`src/ipm_pkg.sv`:
```
// package for the two-wire page-write / sequential-read master
// assumes a single clock domain; shared by the controller and its helpers
package ipm_pkg;

  // ----------------------------------------------------------------
  // widths
  // ----------------------------------------------------------------
  localparam int unsigned BYTE_W     = 8;   // bits per bus byte
  localparam int unsigned DIV_W      = 16;  // width of the prescale value
  localparam int unsigned FIFO_DEPTH = 16;  // queued transmit writes

  // ----------------------------------------------------------------
  // queued command word layout
  // ----------------------------------------------------------------
  localparam int unsigned CMD_DATA_LSB  = 0;   // data byte, bits 7..0
  localparam int unsigned CMD_ENABLE    = 8;   // controller enable copy
  localparam int unsigned CMD_ACKOUT    = 9;   // acknowledge-out copy
  localparam int unsigned CMD_STOP      = 10;  // stop request copy
  localparam int unsigned CMD_START     = 11;  // start request copy
  localparam int unsigned CMD_W         = 12;  // whole command width

  // ----------------------------------------------------------------
  // address byte and bit counting
  // ----------------------------------------------------------------
  localparam int unsigned ADDR_DIR_BIT  = 0;       // 1 = read, 0 = write
  localparam logic [3:0]  ACK_SLOT      = 4'h8;    // ninth clock of a byte

  // ----------------------------------------------------------------
  // reset values
  // ----------------------------------------------------------------
  localparam logic        OP_COMPLETE_RST = 1'b1;  // idle after reset
  localparam logic        ACK_RX_RST      = 1'b0;
  localparam logic        BYTE_RX_RST     = 1'b0;
  localparam logic [7:0]  RX_DATA_RST     = 8'h00;
  localparam logic        PIN_LOW_LEVEL   = 1'b0;  // level driven when enabled

  // ----------------------------------------------------------------
  // engine states
  // ----------------------------------------------------------------
  typedef enum logic [3:0] {
    ST_IDLE  = 4'b0001,
    ST_START = 4'b0010,
    ST_BIT   = 4'b0100,
    ST_STOP  = 4'b1000
  } ipm_state_e;

endpackage

```
`src/ipm_fifo.sv`:
```
// synchronous fifo with registered output word and valid/ready both sides
// assumes one clock; capacity is DEPTH in memory plus one output word
module ipm_fifo
  import ipm_pkg::*;
#(
  parameter int unsigned WIDTH = CMD_W,
  parameter int unsigned DEPTH = FIFO_DEPTH
) (
  // clock and reset
  input  wire logic             ref_clk,
  input  wire logic             reset,
  // fill side
  input  wire logic             in_valid,
  input  wire logic [WIDTH-1:0] in_data,
  output logic                  in_ready,
  // drain side
  output logic                  out_valid,
  output logic [WIDTH-1:0]      out_data,
  input  wire logic             out_ready
);

  localparam int unsigned PW = $clog2(DEPTH);
  localparam int unsigned CW = $clog2(DEPTH + 1);
  localparam logic [CW-1:0] FULL_CNT = CW'(DEPTH);

  // ----------------------------------------------------------------
  // storage and pointers
  // ----------------------------------------------------------------
  logic [WIDTH-1:0] mem [DEPTH];   // queued words
  logic [PW-1:0]    wr_ptr_r;      // next slot to fill
  logic [PW-1:0]    rd_ptr_r;      // oldest stored word
  logic [CW-1:0]    cnt_r;         // words held in memory
  logic             out_valid_r;   // output word present
  logic [WIDTH-1:0] out_data_r;    // output word
  logic             push;          // word accepted
  logic             load;          // memory word moves to output

  assign in_ready  = (cnt_r != FULL_CNT);
  assign push      = in_valid && in_ready;
  assign load      = (cnt_r != '0) && (!out_valid_r || out_ready);
  assign out_valid = out_valid_r;
  assign out_data  = out_data_r;

  // memory write
  always_ff @(posedge ref_clk) begin
    if (push) begin
      mem[wr_ptr_r] <= in_data;
    end
  end

  // pointers and fill count
  always_ff @(posedge ref_clk) begin
    if (reset) begin
      wr_ptr_r <= '0;
      rd_ptr_r <= '0;
      cnt_r    <= '0;
    end else begin
      if (push) begin
        wr_ptr_r <= (wr_ptr_r == PW'(DEPTH - 1)) ? '0 : wr_ptr_r + 1'b1;
      end
      if (load) begin
        rd_ptr_r <= (rd_ptr_r == PW'(DEPTH - 1)) ? '0 : rd_ptr_r + 1'b1;
      end
      if (push && !load) begin
        cnt_r <= cnt_r + 1'b1;
      end else if (load && !push) begin
        cnt_r <= cnt_r - 1'b1;
      end
    end
  end

  // registered output word
  always_ff @(posedge ref_clk) begin
    if (reset) begin
      out_valid_r <= 1'b0;
      out_data_r  <= '0;
    end else if (load) begin
      out_valid_r <= 1'b1;
      out_data_r  <= mem[rd_ptr_r];
    end else if (out_ready) begin
      out_valid_r <= 1'b0;
    end
  end

endmodule

```
`src/ipm_tick.sv`:
```
// half-period enable for the bus clock: one pulse every div+1 cycles
// assumes div is steady while run is high
module ipm_tick
  import ipm_pkg::*;
#(
  parameter int unsigned W = DIV_W
) (
  // clock and reset
  input  wire logic         ref_clk,
  input  wire logic         reset,
  // control
  input  wire logic         run,
  input  wire logic [W-1:0] div,
  // enable out
  output logic              tick
);

  logic [W-1:0] cnt_r;   // cycles since last pulse
  logic         tick_r;  // registered pulse

  assign tick = tick_r;

  // counter restarts whenever the engine is idle so phases align
  always_ff @(posedge ref_clk) begin
    if (reset || !run) begin
      cnt_r  <= '0;
      tick_r <= 1'b0;
    end else if (cnt_r == div) begin
      cnt_r  <= '0;
      tick_r <= 1'b1;
    end else begin
      cnt_r  <= cnt_r + 1'b1;
      tick_r <= 1'b0;
    end
  end

endmodule

```
`src/ipm_ctrl.sv`:
```
// two-wire bus master: start, address, page write, sequential read, stop
// assumes control bits and transmit writes come from logic on ref_clk;
// bus pins are open drain and resolved outside, inputs are asynchronous

// How it works
// - page write sends bytes until stop requested
// - start plus enable then address write
// - transmit write clears completion flag
// - completion set after address, ack reported
// - each further write sends one data byte
// - stop plus enable with dummy write
// - finished stop releases bus ownership
// - repeated start with read direction bit
// - dummy write clocks one byte in
// - byte received flag set per byte
// - acknowledge-out drives ack after byte
// - clear acknowledge-out to end read
// - bus clock is clock/(prescale+1)/2
// - single byte read unacknowledged, then stop
module ipm_ctrl
  import ipm_pkg::*;
#(
  parameter int unsigned DEPTH = FIFO_DEPTH
) (
  // clock and reset
  input  wire logic             ref_clk,
  input  wire logic             reset,
  // control bits
  input  wire logic             controller_enable_bit,
  input  wire logic             start_request_bit,
  input  wire logic             stop_request_bit,
  input  wire logic             ack_out_bit,
  input  wire logic [DIV_W-1:0] bus_clock_divider,
  // transmit data register write
  input  wire logic             tx_wr_valid,
  input  wire logic [7:0]       tx_wr_data,
  output logic                  tx_wr_ready,
  // receive data register
  input  wire logic             rx_rd,
  output logic [7:0]            rx_data,
  // status bits
  output logic                  op_complete_flag,
  output logic                  ack_received_flag,
  output logic                  byte_received_flag,
  output logic                  bus_owned,
  // clock pin
  input  wire logic             scl_in,
  output logic                  scl_out,
  output logic                  scl_oe,
  // data pin
  input  wire logic             sda_in,
  output logic                  sda_out,
  output logic                  sda_oe
);

  // ----------------------------------------------------------------
  // declarations
  // ----------------------------------------------------------------
  ipm_state_e        state_r;       // engine state
  logic [1:0]        ph_r;          // half-period phase inside a state
  logic [3:0]        bit_cnt_r;     // bit index, ACK_SLOT is the ack clock
  logic [7:0]        shift_r;       // outgoing / incoming byte
  logic [CMD_W-1:0]  cmd_r;         // command being executed
  logic              xmit_r;        // this byte is sent by the master
  logic              dir_rd_r;      // last address asked for a read
  logic              owned_r;       // master holds the bus
  logic              scl_oe_r;      // pulling the clock low
  logic              sda_oe_r;      // pulling the data low
  logic [7:0]        rx_data_r;     // last received byte
  logic              op_cmpl_r;     // operation complete
  logic              ack_rx_r;      // slave acknowledged
  logic              byte_rx_r;     // a byte waits in rx_data
  logic [1:0]        scl_sync_r;    // clock pin synchroniser
  logic [1:0]        sda_sync_r;    // data pin synchroniser
  logic              scl_s;         // synchronised clock level
  logic              sda_s;         // synchronised data level
  logic              tick;          // half bus-clock period enable
  logic              q_valid;       // queued command present
  logic [CMD_W-1:0]  q_data;        // queued command
  logic              q_take;        // engine takes queued command
  logic              tx_push;       // transmit write accepted
  logic              done;          // command finished this cycle
  logic              cmpl_pend_r;   // a finish waits for the queue to dry
  logic              byte_done;     // received byte finished this cycle
  logic [CMD_W-1:0]  tx_word;       // write packed with control bits

  // ----------------------------------------------------------------
  // pin synchronisers
  // ----------------------------------------------------------------
  // two flops each; only the second stage is read
  always_ff @(posedge ref_clk) begin
    if (reset) begin
      scl_sync_r <= 2'h3;
      sda_sync_r <= 2'h3;
    end else begin
      scl_sync_r <= {scl_sync_r[0], scl_in};
      sda_sync_r <= {sda_sync_r[0], sda_in};
    end
  end

  assign scl_s = scl_sync_r[1];
  assign sda_s = sda_sync_r[1];

  // ----------------------------------------------------------------
  // transmit queue
  // ----------------------------------------------------------------
  // control bits are captured with each write, so software may change
  // them for the next byte while the current one is still on the wire
  assign tx_word = {start_request_bit, stop_request_bit, ack_out_bit,
                    controller_enable_bit, tx_wr_data};
  assign tx_push = tx_wr_valid && tx_wr_ready;
  assign q_take  = (state_r == ST_IDLE) && q_valid;

  ipm_fifo #(
    .WIDTH (CMD_W),
    .DEPTH (DEPTH)
  ) u_fifo (
    .ref_clk   (ref_clk),
    .reset     (reset),
    .in_valid  (tx_wr_valid),
    .in_data   (tx_word),
    .in_ready  (tx_wr_ready),
    .out_valid (q_valid),
    .out_data  (q_data),
    .out_ready (q_take)
  );

  // ----------------------------------------------------------------
  // bus clock divider
  // ----------------------------------------------------------------
  // one tick per half period, two half periods per bus clock
  ipm_tick #(
    .W (DIV_W)
  ) u_tick (
    .ref_clk (ref_clk),
    .reset   (reset),
    .run     (state_r != ST_IDLE),
    .div     (bus_clock_divider),
    .tick    (tick)
  );

  // ----------------------------------------------------------------
  // engine
  // ----------------------------------------------------------------
  // done pulses end a command; byte_done marks a received byte
  always_comb begin
    done      = 1'b0;
    byte_done = 1'b0;
    if (q_take) begin
      // disabled, or nothing to do on a bus that is not held
      done = !q_data[CMD_ENABLE] ||
             (!q_data[CMD_START] && !owned_r);
    end else if (tick && ph_r == 2'd1 && scl_s) begin
      if (state_r == ST_BIT && bit_cnt_r == ACK_SLOT) begin
        done      = 1'b1;
        byte_done = !xmit_r;
      end else if (state_r == ST_STOP) begin
        done = 1'b1;
      end
    end
  end

  // state, phase and bit sequencing
  always_ff @(posedge ref_clk) begin
    if (reset) begin
      state_r   <= ST_IDLE;
      ph_r      <= 2'd0;
      bit_cnt_r <= 4'h0;
      cmd_r     <= '0;
    end else begin
      case (state_r)
        ST_IDLE: begin
          ph_r      <= 2'd0;
          bit_cnt_r <= 4'h0;
          if (q_take) begin
            cmd_r <= q_data;
            if (!q_data[CMD_ENABLE]) begin
              state_r <= ST_IDLE;            // dropped, reported complete
            end else if (q_data[CMD_START]) begin
              state_r <= ST_START;
            end else if (!owned_r) begin
              state_r <= ST_IDLE;            // no bus held, nothing sent
            end else if (q_data[CMD_STOP]) begin
              state_r <= ST_STOP;
            end else begin
              state_r <= ST_BIT;
            end
          end
        end
        ST_START: begin
          // release data, raise clock, drop data, drop clock
          if (tick && (ph_r != 2'd1 || scl_s)) begin
            if (ph_r == 2'd2) begin
              ph_r    <= 2'd0;
              state_r <= ST_BIT;             // address byte follows
            end else begin
              ph_r <= ph_r + 2'd1;
            end
          end
        end
        ST_BIT: begin
          // phase 0 clock low, phase 1 clock high (waits for stretch)
          if (tick && ph_r == 2'd0) begin
            ph_r <= 2'd1;
          end else if (tick && ph_r == 2'd1 && scl_s) begin
            ph_r <= 2'd0;
            if (bit_cnt_r == ACK_SLOT) begin
              state_r <= ST_IDLE;
            end else begin
              bit_cnt_r <= bit_cnt_r + 4'h1;
            end
          end
        end
        ST_STOP: begin
          // raise clock with data low, then release data
          if (tick && ph_r == 2'd0) begin
            ph_r <= 2'd1;
          end else if (done) begin
            state_r <= ST_IDLE;
          end
        end
        default: begin
          state_r <= ST_IDLE;
        end
      endcase
    end
  end

  // byte shifter and direction tracking
  always_ff @(posedge ref_clk) begin
    if (reset) begin
      shift_r  <= 8'h00;
      xmit_r   <= 1'b0;
      dir_rd_r <= 1'b0;
    end else if (q_take) begin
      shift_r <= q_data[CMD_DATA_LSB +: BYTE_W];
      // address after start always goes out; later bytes follow direction
      xmit_r  <= q_data[CMD_START] || !dir_rd_r;
      if (q_data[CMD_START] && q_data[CMD_ENABLE]) begin
        dir_rd_r <= q_data[CMD_DATA_LSB + ADDR_DIR_BIT];
      end
    end else if (state_r == ST_BIT && tick && ph_r == 2'd1 && scl_s &&
                 bit_cnt_r != ACK_SLOT) begin
      // msb out, sampled bit in; for a sent byte the input is ignored
      shift_r <= {shift_r[6:0], sda_s};
    end
  end

  // ----------------------------------------------------------------
  // pin drivers
  // ----------------------------------------------------------------
  // data changes one clock after the clock falls; only start and stop move it while the clock is high
  always_ff @(posedge ref_clk) begin
    if (reset) begin
      scl_oe_r <= 1'b0;
      sda_oe_r <= 1'b0;
    end else begin
      case (state_r)
        ST_START: begin
          if (ph_r == 2'd0) begin
            sda_oe_r <= 1'b0;                   // release for repeated start
            if (tick) begin
              scl_oe_r <= 1'b0;
            end
          end else if (ph_r == 2'd1 && tick && scl_s) begin
            sda_oe_r <= 1'b1;                   // falling data
          end else if (ph_r == 2'd2 && tick) begin
            scl_oe_r <= 1'b1;
          end
        end
        ST_BIT: begin
          if (ph_r == 2'd0) begin
            if (bit_cnt_r != ACK_SLOT) begin
              sda_oe_r <= xmit_r && !shift_r[7];
            end else begin
              // ack clock: listen when sending, answer when receiving
              sda_oe_r <= !xmit_r && cmd_r[CMD_ACKOUT];
            end
            if (tick) begin
              scl_oe_r <= 1'b0;
            end
          end else if (tick && scl_s) begin
            scl_oe_r <= 1'b1;
          end
        end
        ST_STOP: begin
          if (ph_r == 2'd0) begin
            sda_oe_r <= 1'b1;                   // data low under low clock
            if (tick) begin
              scl_oe_r <= 1'b0;
            end
          end else if (done) begin
            sda_oe_r <= 1'b0;                   // rising data
          end
        end
        ST_IDLE: begin
          // clock stays held low between bytes while the bus is ours
          if (!owned_r) begin
            sda_oe_r <= 1'b0;
          end else if (scl_oe_r) begin
            sda_oe_r <= 1'b0;
          end
        end
        default: begin
          scl_oe_r <= 1'b0;
          sda_oe_r <= 1'b0;
        end
      endcase
    end
  end

  // bus ownership
  always_ff @(posedge ref_clk) begin
    if (reset) begin
      owned_r <= 1'b0;
    end else if (state_r == ST_START && ph_r == 2'd1 && tick && scl_s) begin
      owned_r <= 1'b1;
    end else if (state_r == ST_STOP && done) begin
      owned_r <= 1'b0;
    end
  end

  // ----------------------------------------------------------------
  // status flags
  // ----------------------------------------------------------------
  // completion: a finish that meets a fresh write is not reported; set
  // only when nothing else is queued
  // a dropped write is taken with q_valid high, so judge the queue a cycle on
  always_ff @(posedge ref_clk) begin
    if (reset || tx_push) begin
      cmpl_pend_r <= 1'b0;
    end else if (done || q_take) begin
      cmpl_pend_r <= done;
    end
  end

  always_ff @(posedge ref_clk) begin
    if (reset) begin
      op_cmpl_r <= OP_COMPLETE_RST;
    end else if (cmpl_pend_r && !q_valid && !tx_push) begin
      op_cmpl_r <= 1'b1;
    end else if (tx_push) begin
      op_cmpl_r <= 1'b0;
    end
  end

  // acknowledge seen on the ninth clock of a sent byte
  always_ff @(posedge ref_clk) begin
    if (reset) begin
      ack_rx_r <= ACK_RX_RST;
    end else if (state_r == ST_BIT && xmit_r && bit_cnt_r == ACK_SLOT &&
                 tick && ph_r == 2'd1 && scl_s) begin
      ack_rx_r <= !sda_s;
    end
  end

  // received byte and its flag; a new byte wins over a read clear
  always_ff @(posedge ref_clk) begin
    if (reset) begin
      rx_data_r <= RX_DATA_RST;
      byte_rx_r <= BYTE_RX_RST;
    end else if (byte_done) begin
      rx_data_r <= shift_r;
      byte_rx_r <= 1'b1;
    end else if (rx_rd) begin
      byte_rx_r <= 1'b0;
    end
  end

  // ----------------------------------------------------------------
  // outputs
  // ----------------------------------------------------------------
  assign rx_data            = rx_data_r;
  assign op_complete_flag   = op_cmpl_r;
  assign ack_received_flag  = ack_rx_r;
  assign byte_received_flag = byte_rx_r;
  assign bus_owned          = owned_r;
  assign scl_oe             = scl_oe_r;
  assign sda_oe             = sda_oe_r;
  assign scl_out            = PIN_LOW_LEVEL;
  assign sda_out            = PIN_LOW_LEVEL;

endmodule

```
`config.mk`:
```
export PLATFORM = sky130hd
export DESIGN_NAME = ipm_ctrl
export DESIGN_NICKNAME = d
export VERILOG_FILES = /design/src/ipm_pkg.sv /design/src/ipm_fifo.sv /design/src/ipm_tick.sv /design/src/ipm_ctrl.sv
export SDC_FILE = /design/constraint.sdc
export NUM_CORES = 1
export LEC_CHECK = 0
export BUFFER_PORTS_ARGS = -buffer_cell sky130_fd_sc_hd__buf_2
export CAP_MARGIN = 15
export CORE_MARGIN = 2
export CORE_UTILIZATION = 57
export DETAILED_ROUTE_END_ITERATION = 12
export PLACE_DENSITY = 0.76
export SLEW_MARGIN = 30
export SYNTH_ARGS = -nofsm -noshare
export SYNTH_HDL_FRONTEND = slang
export SYNTH_SLANG_ARGS = --single-unit
```
`constraint.sdc`:
```
create_clock -name ref_clk -period 3.6 [get_ports ref_clk]
set_input_delay 0.72 -clock ref_clk [delete_from_list [all_inputs] [get_ports ref_clk]]
set_output_delay 0.72 -clock ref_clk [all_outputs]
set_load 0.01 [all_outputs]
```
# After elaboration in Yosys (flattened, before gate mapping)
# Memory sizes are Yosys's and may differ from the RTL's. A register that Yosys moved wholly into a read port is not among the register bits.
# Index checks and enable logic that the tools add are counted.
# totals
register_bits	80
ram_bits	192
in_bits	34
out_inout_bits	17
elab_cells	194
mem_count	1
# op_classes
n_addsub	7
n_eq_ne	33
mux	62
n_bitwise	1
reduce_logical	67
# mem_list
name	depth	width	read_ports	rd_ports_with_merged_regs	write_ports	line_no	rtl
u_fifo.mem	16	12	1	1	1	ipm_fifo.sv:29	logic [WIDTH-1:0] mem [DEPTH];
# ops
operator	count
2-to-1 mux 4 bit	17
logical AND 1 bit	31
2-to-1 mux 1 bit	31
!= test 2 bit (second input constant)	11
!= test 3 bit (second input constant)	7
adder 16 x 1 -> 16 bit (second input constant)	1
== test 16 bit	1
== test 4 bit (second input constant)	4
2-to-1 mux 8 bit	2
one-hot mux 4 bit (4 select lines)	1
adder 4 x 1 -> 4 bit (second input constant)	3
AND reduction 4 bit	3
nonzero test 2 bit	6
logical NOT 1 bit	11
2-to-1 mux 2 bit	5
2-to-1 mux 5 bit	2
one-hot mux 1 bit (4 select lines)	2
one-hot mux 2 bit (4 select lines)	1
one-hot mux 4 bit (2 select lines)	1
AND reduction 8 bit	1
logical OR 1 bit	7
adder 5 x 1 -> 5 bit (second input constant)	1
!= test 5 bit (second input constant)	1
AND reduction 5 bit	1
other kinds (16)	19

# Logic depth before layout (Yosys ltp)
# depth
depth_word	8
mapped_depth	12
depth_no_buf	10

# Cells and area by module
# From an unflattened synthesis, not the netlist that was laid out.
# unflattened
cells_unflattened	842
hier_area_um2	11835.1
# by_module_without_submodules
module	instances	cells_per_inst	area_per_inst_um2	seq_area_each_um2
ipm_fifo	1	498	8816.0	6286.0
ipm_ctrl	1	241	2082.0	800.8
ipm_tick	1	103	937.1	340.3

# Worst setup path after synthesis
# OpenSTA, ideal clock, no wires.
# synth_path
path_type	register -> register
start	reg u_fifo.cnt_r[0]
end	reg u_fifo.cnt_r[4]
setup_ps	121
arrival_ps	3090
required_time_ps	3479
path_slack_ps	389
path_stages_with_launch	13
n_path_buf	2
synth_period_minus_slack_ps	3211
path_cell_list	dfxtp_1 or4_1 o22ai_1 buf_2 buf_2 ha_1 inv_1 ha_1 nor2b_1 o21a_1 or3_1 a21oi_1 mux2_2
# synth_between
elab_chain_cells	5
word_cells_on_any_way	13
cone_classes	add/sub: 2; eq/ne: 1; mux: 2; reduce/logical: 8
# synth_rtl
item	line_no	rtl
start: declaration	ipm_fifo.sv:32	logic [CW-1:0] cnt_r;
start signal: assignment	ipm_fifo.sv:65	cnt_r <= cnt_r + 1'b1;
start signal: assignment	ipm_fifo.sv:67	cnt_r <= cnt_r - 1'b1;
parallel branches: the longest is 5 deep, another holds subtractor 5 x 1 -> 5 bit	n/a	
# Several ways; the timed one is not identified. The select of a mux whose other input is x is not followed.
# A chain may end at the register's enable or synchronous reset.

# Worst setup path in the final report
# layout_path
start	reg state_r[0]
end	reg u_fifo.cnt_r[4]
# layout_between
elab_chain_cells	7
word_cells_on_any_way	9
cone_classes	eq/ne: 1; mux: 1; reduce/logical: 7
# layout_rtl
item	line_no	rtl
start: declaration	ipm_ctrl.sv:59	ipm_state_e state_r;
start signal: assignment	ipm_ctrl.sv:166	state_r <= ST_IDLE;
start signal: assignment	ipm_ctrl.sv:178	state_r <= ST_IDLE;
start signal: assignment	ipm_ctrl.sv:180	state_r <= ST_START;
== test 4 x 1 -> 1 bit *	ipm_ctrl.sv:112	assign q_take = (state_r == ST_IDLE) && q_valid;
logical AND 1 bit *	ipm_ctrl.sv:112	
logical OR 1 bit *	ipm_fifo.sv:40	assign load = (cnt_r != '0) && (!out_valid_r || out_ready);
logical AND 1 bit *	ipm_fifo.sv:40	
logical NOT 1 bit	ipm_fifo.sv:64	if (push && !load) begin
logical AND 1 bit	ipm_fifo.sv:64	
2-to-1 mux 5 bit / nonzero test 2 bit (equally long branches)	n/a	
# Every way passes the cells marked *; elsewhere a longest branch is shown, timed or not.

==> impl_summary.log <==
INFO  metric drv.max_cap_violation_count = 0
INFO  metric cellInternalPower = 6.047 mW
INFO  metric final_min_period_over_clock_period = 87.40%
INFO  metric finish.net_count = 896
INFO  metric post_cts_repair_resize_count = 0
INFO  metric worst_r2r_startpoint = state_r[0]
INFO  metric maxSlewHeadroom = 42.18%
INFO  metric worstSkewPairLatency = 0.54 ns
INFO  metric path_class = reg2reg
INFO  metric cp.required = 4.03 ns
INFO  metric clock.fmax = 317.8 MHz
INFO  metric crit_end_element = flop
INFO  metric synthToLayoutAreaGrowth = 12.97%
INFO  metric power.switching_fraction = 28.07%
INFO  metric power_density = 657.5 nW/um^2
INFO  metric timing.rr.end = u_fifo.cnt_r[4]
INFO  metric most-common-layout-cells = sky130_fd_sc_hd__edfxtp_1, sky130_fd_sc_hd__dfxtp_1, sky130_fd_sc_hd__nor2_1
INFO  metric worstMarginPinSlew = 0.8672 ns
INFO  metric crit_fanout = 12
INFO  metric ys_seq_elements = 275
INFO  metric syn_inst = 790
INFO  metric antenna_violations_before_repair = 0
INFO  metric drc = 0
INFO  metric final_replace_weighted_congestion = 0.8852
INFO  metric multiInputGateArea = 3672 sq um
INFO  metric finClkSkew = 0.008817 ns
INFO  metric nFillCells = 1336
INFO  metric final_common_cell = sky130_fd_sc_hd__edfxtp_1
INFO  metric holdCritPathClass = in2reg
INFO  metric ff2ff_path_depth = 10
INFO  metric grt_max_degree = 38
INFO  metric cts_sinks = 275
INFO  metric viasPerCell = 6.046
INFO  metric synth_seq_area_share = 65.62%
INFO  metric totalPowerFinal = 8.407 mW
INFO  metric setup_viol_count_final = 0
INFO  metric dieWidth = 144.9 um
INFO  metric floorplan.initialDensity = 58.15%
INFO  metric synth.distinct_cells = 60
INFO  metric wire_length_of_the_first_global_routing_pass = 38.14 mm
INFO  metric setup_repair_after_global_routing_missed_its_margin = false
INFO  metric tns = 0 ns
INFO  metric comb_power_share = 21.3%
INFO  metric drive_gt1_share = 20.76%
INFO  metric core.rowCount = 51
INFO  metric first_global_vias = 6943
INFO  metric fp.dieH = 144.9 um
INFO  metric pwr-share-clk = 32.7%
INFO  metric post_synthesis_async_set_or_reset_flop_share = 0%
INFO  metric gr-total-overflow = 0
INFO  metric net_switching_power = 2.360 mW
INFO  metric ys_warn_count = 0
INFO  metric clk_transition_reported_paths = 0.06 ns
INFO  metric routedWlPerCell = 20.90 um
INFO  metric dp_worst_setup_slack = 0.5127 ns
INFO  metric number_of_pins_with_negative_max_slew_slack_in_the_final_report = 0
INFO  metric vias = 6844
INFO  metric cts-htree-levels = 1
INFO  metric post_synth.cell_area_avg = 14.33 sq um
INFO  metric route.antenna.remaining_nets = 0
INFO  metric hold_viol = 0
INFO  metric antenna_cells = 0
INFO  metric outcome = complete, no violations
INFO  metric dr.first_iter.drc_count = 550
INFO  metric r2r_setup_slack = 0.45 ns
INFO  metric min_to = sda_sync_r[0]
INFO  metric vdd_ir_drop_max = 0.0004484 V
INFO  metric final.setup.worst_slack = 0.4537 ns
INFO  metric post-cts-setup-buffers = 0
INFO  metric cts.root.buffer_cell = sky130_fd_sc_hd__clkbuf_16
INFO  metric cts_max_path_buffers = 3
INFO  metric totalWireLength = 23.66 mm
INFO  metric track_usage = 22.98%
INFO  metric worst_ep_arrival_time = 3.57 ns
INFO  metric tritoncts = yes
INFO  metric crit_path_start_kind = flop
INFO  metric place_hpwl = 15.09 mm
INFO  metric cts_hold_buffers = 0
INFO  metric cellLeakagePower = 4.417 nW
INFO  metric hold-path-cell-count = 2
INFO  metric yosys_most_used_dff = sky130_fd_sc_hd__edfxtp_1
INFO  metric pin_count = 51
INFO  metric synth_area = 11320 sq um
INFO  metric min_period = 3.146 ns
INFO  metric pwr-share-seq = 46.0%
INFO  metric worst_hold_startpoint = sda_in
INFO  metric drt_first_pass_iters = 5
INFO  metric placement.io_buffers = 48
INFO  metric seq_area = 7432 sq um
INFO  metric synth_edf_count = 192
INFO  metric core_area = 19460 sq um
INFO  metric tritoncts.num_buffers = 27
INFO  metric die_area = 21000 sq um
==> worst max path at each step <==
stage / start / endpoint / slack [ns] / cells after the start
after floorplan: u_fifo.cnt_r[0] / u_fifo.cnt_r[4] / 0.39 / 12
after global placement: u_fifo.cnt_r[0] / u_fifo.cnt_r[4] / 0.60 / 10
after detailed placement: state_r[0] / u_fifo.cnt_r[4] / 0.51 / 10
after CTS: state_r[0] / u_fifo.cnt_r[4] / 0.46 / 10
after global routing: state_r[0] / u_fifo.cnt_r[4] / 0.27 / 10
final: state_r[0] / u_fifo.cnt_r[4] / 0.45 / 10
==> worst max-delay path: stages, from the launching register on <==
cell and delay, ns:
sky130_fd_sc_hd__dfxtp_1 0.63, sky130_fd_sc_hd__nor4b_2 0.43, sky130_fd_sc_hd__o22ai_2 0.16, sky130_fd_sc_hd__ha_1 0.27
sky130_fd_sc_hd__inv_1 0.15, sky130_fd_sc_hd__ha_1 0.26, sky130_fd_sc_hd__nor2b_1 0.13, sky130_fd_sc_hd__o21a_1 0.18
sky130_fd_sc_hd__or3_1 0.30, sky130_fd_sc_hd__a21oi_1 0.18, sky130_fd_sc_hd__mux2_2 0.35
==> Yosys cell counts (3+ instances only) <==
| cell type | count | area share, % |
|---|---|---|
| sky130_fd_sc_hd__a21oi_1 | 38 | 1.7 |
| sky130_fd_sc_hd__nand3b_1 | 3 | 0.20 |
| sky130_fd_sc_hd__inv_1 | 12 | 0.40 |
| sky130_fd_sc_hd__nor3_1 | 11 | 0.49 |
| sky130_fd_sc_hd__a21o_1 | 13 | 0.86 |
| sky130_fd_sc_hd__nand2_1 | 58 | 1.9 |
| sky130_fd_sc_hd__dfxtp_1 | 83 | 15 |
| sky130_fd_sc_hd__clkbuf_1 | 27 | 0.90 |
| sky130_fd_sc_hd__o21ai_0 | 17 | 0.75 |
| sky130_fd_sc_hd__xnor2_1 | 9 | 0.70 |
| sky130_fd_sc_hd__nor4_1 | 5 | 0.28 |
| sky130_fd_sc_hd__o22ai_1 | 3 | 0.17 |
| sky130_fd_sc_hd__nand4_1 | 4 | 0.22 |
| sky130_fd_sc_hd__a22oi_1 | 26 | 1.7 |
| sky130_fd_sc_hd__buf_4 | 3 | 0.20 |
| sky130_fd_sc_hd__mux4_2 | 48 | 9.6 |
| sky130_fd_sc_hd__nand2b_1 | 8 | 0.44 |
| sky130_fd_sc_hd__ha_1 | 13 | 1.4 |
| sky130_fd_sc_hd__or3_1 | 3 | 0.17 |
| sky130_fd_sc_hd__nor3b_1 | 6 | 0.40 |
| sky130_fd_sc_hd__or4b_1 | 3 | 0.27 |
| sky130_fd_sc_hd__nand3_1 | 13 | 0.57 |
| sky130_fd_sc_hd__a211oi_1 | 4 | 0.27 |
| sky130_fd_sc_hd__or2_2 | 6 | 0.33 |
| sky130_fd_sc_hd__buf_2 | 14 | 0.62 |
| sky130_fd_sc_hd__xor2_1 | 29 | 2.2 |
| sky130_fd_sc_hd__nor2_1 | 76 | 2.5 |
| sky130_fd_sc_hd__mux2i_1 | 13 | 1.1 |
| sky130_fd_sc_hd__edfxtp_1 | 192 | 51 |
| sky130_fd_sc_hd__a311oi_1 | 8 | 0.62 |
| sky130_fd_sc_hd__nor2b_1 | 4 | 0.22 |
==> routing by layer <==
layer  GRT usage, %  up-vias  part of all wire [%]  wire length [um]
met5              0        -                     0                 0
met4          4.703        0                   1.7               408
met3          3.491       43                   6.6              1570
met2          40.12      273                    51             12140
met1          30.97     3414                    40              9545
li1               -     3114                     -                 -
==> per-stage QoR <==
step	hold slack (ns)	cells	area (sq um)	util (%)
global route	0.3655	1132	12790	65.70
CTS	0.3637	1132	12790	65.70
global placement	0.4025	1084	11910	61.20
detailed placement	0.4070	1084	11920	61.23
floorplan	0.3895	791	11320	-
finish	0.3748	1132	12790	65.70
==> cell type report <==
| class | count | share of cell area, % |
|---|---|---|
| Clock buffer | 41 | 6.018 |
| Timing Repair Buffer | 74 | 3.405 |
| Tap cell | 265 | 2.593 |
| Sequential cell | 275 | 58.13 |
| Inverter | 12 | 0.3523 |
| Multi-Input combinational cell | 458 | 28.72 |
| Clock inverter | 7 | 0.7829 |
==> sequential cells by signal, summed over array words and instances, names as in the netlist, 5 cells and up <==
register	cells
u_fifo.out_data	12
rx_data	8
u_tick.cnt_r	16
shift_r	8
u_fifo.mem	192
u_fifo.cnt_r	5
==> kinds of logic after synthesis <==
group,share of synthesized area [%]
buffers and inverters,2.244
AOI/OAI and AO/OA,7.208
DFF,65.62
muxes,10.80
xor gates and xnor gates,2.941
other,0.03313
adders and majority gates,1.614
and+or+nand+nor,9.540
==> power by group through the flow <==
stage | Combinational (mW) | Clock (mW) | Sequential [mW]
after detailed placement | 1.76 | 0 | 3.93
after CTS | 1.78 | 2.79 | 3.87
after global routing | 1.95 | 2.92 | 3.90
after floorplan | 1.43 | 0 | 3.75
final | 1.79 | 2.75 | 3.87
after global placement | 1.69 | 0 | 3.92
(Power assumes the default switching activity.)
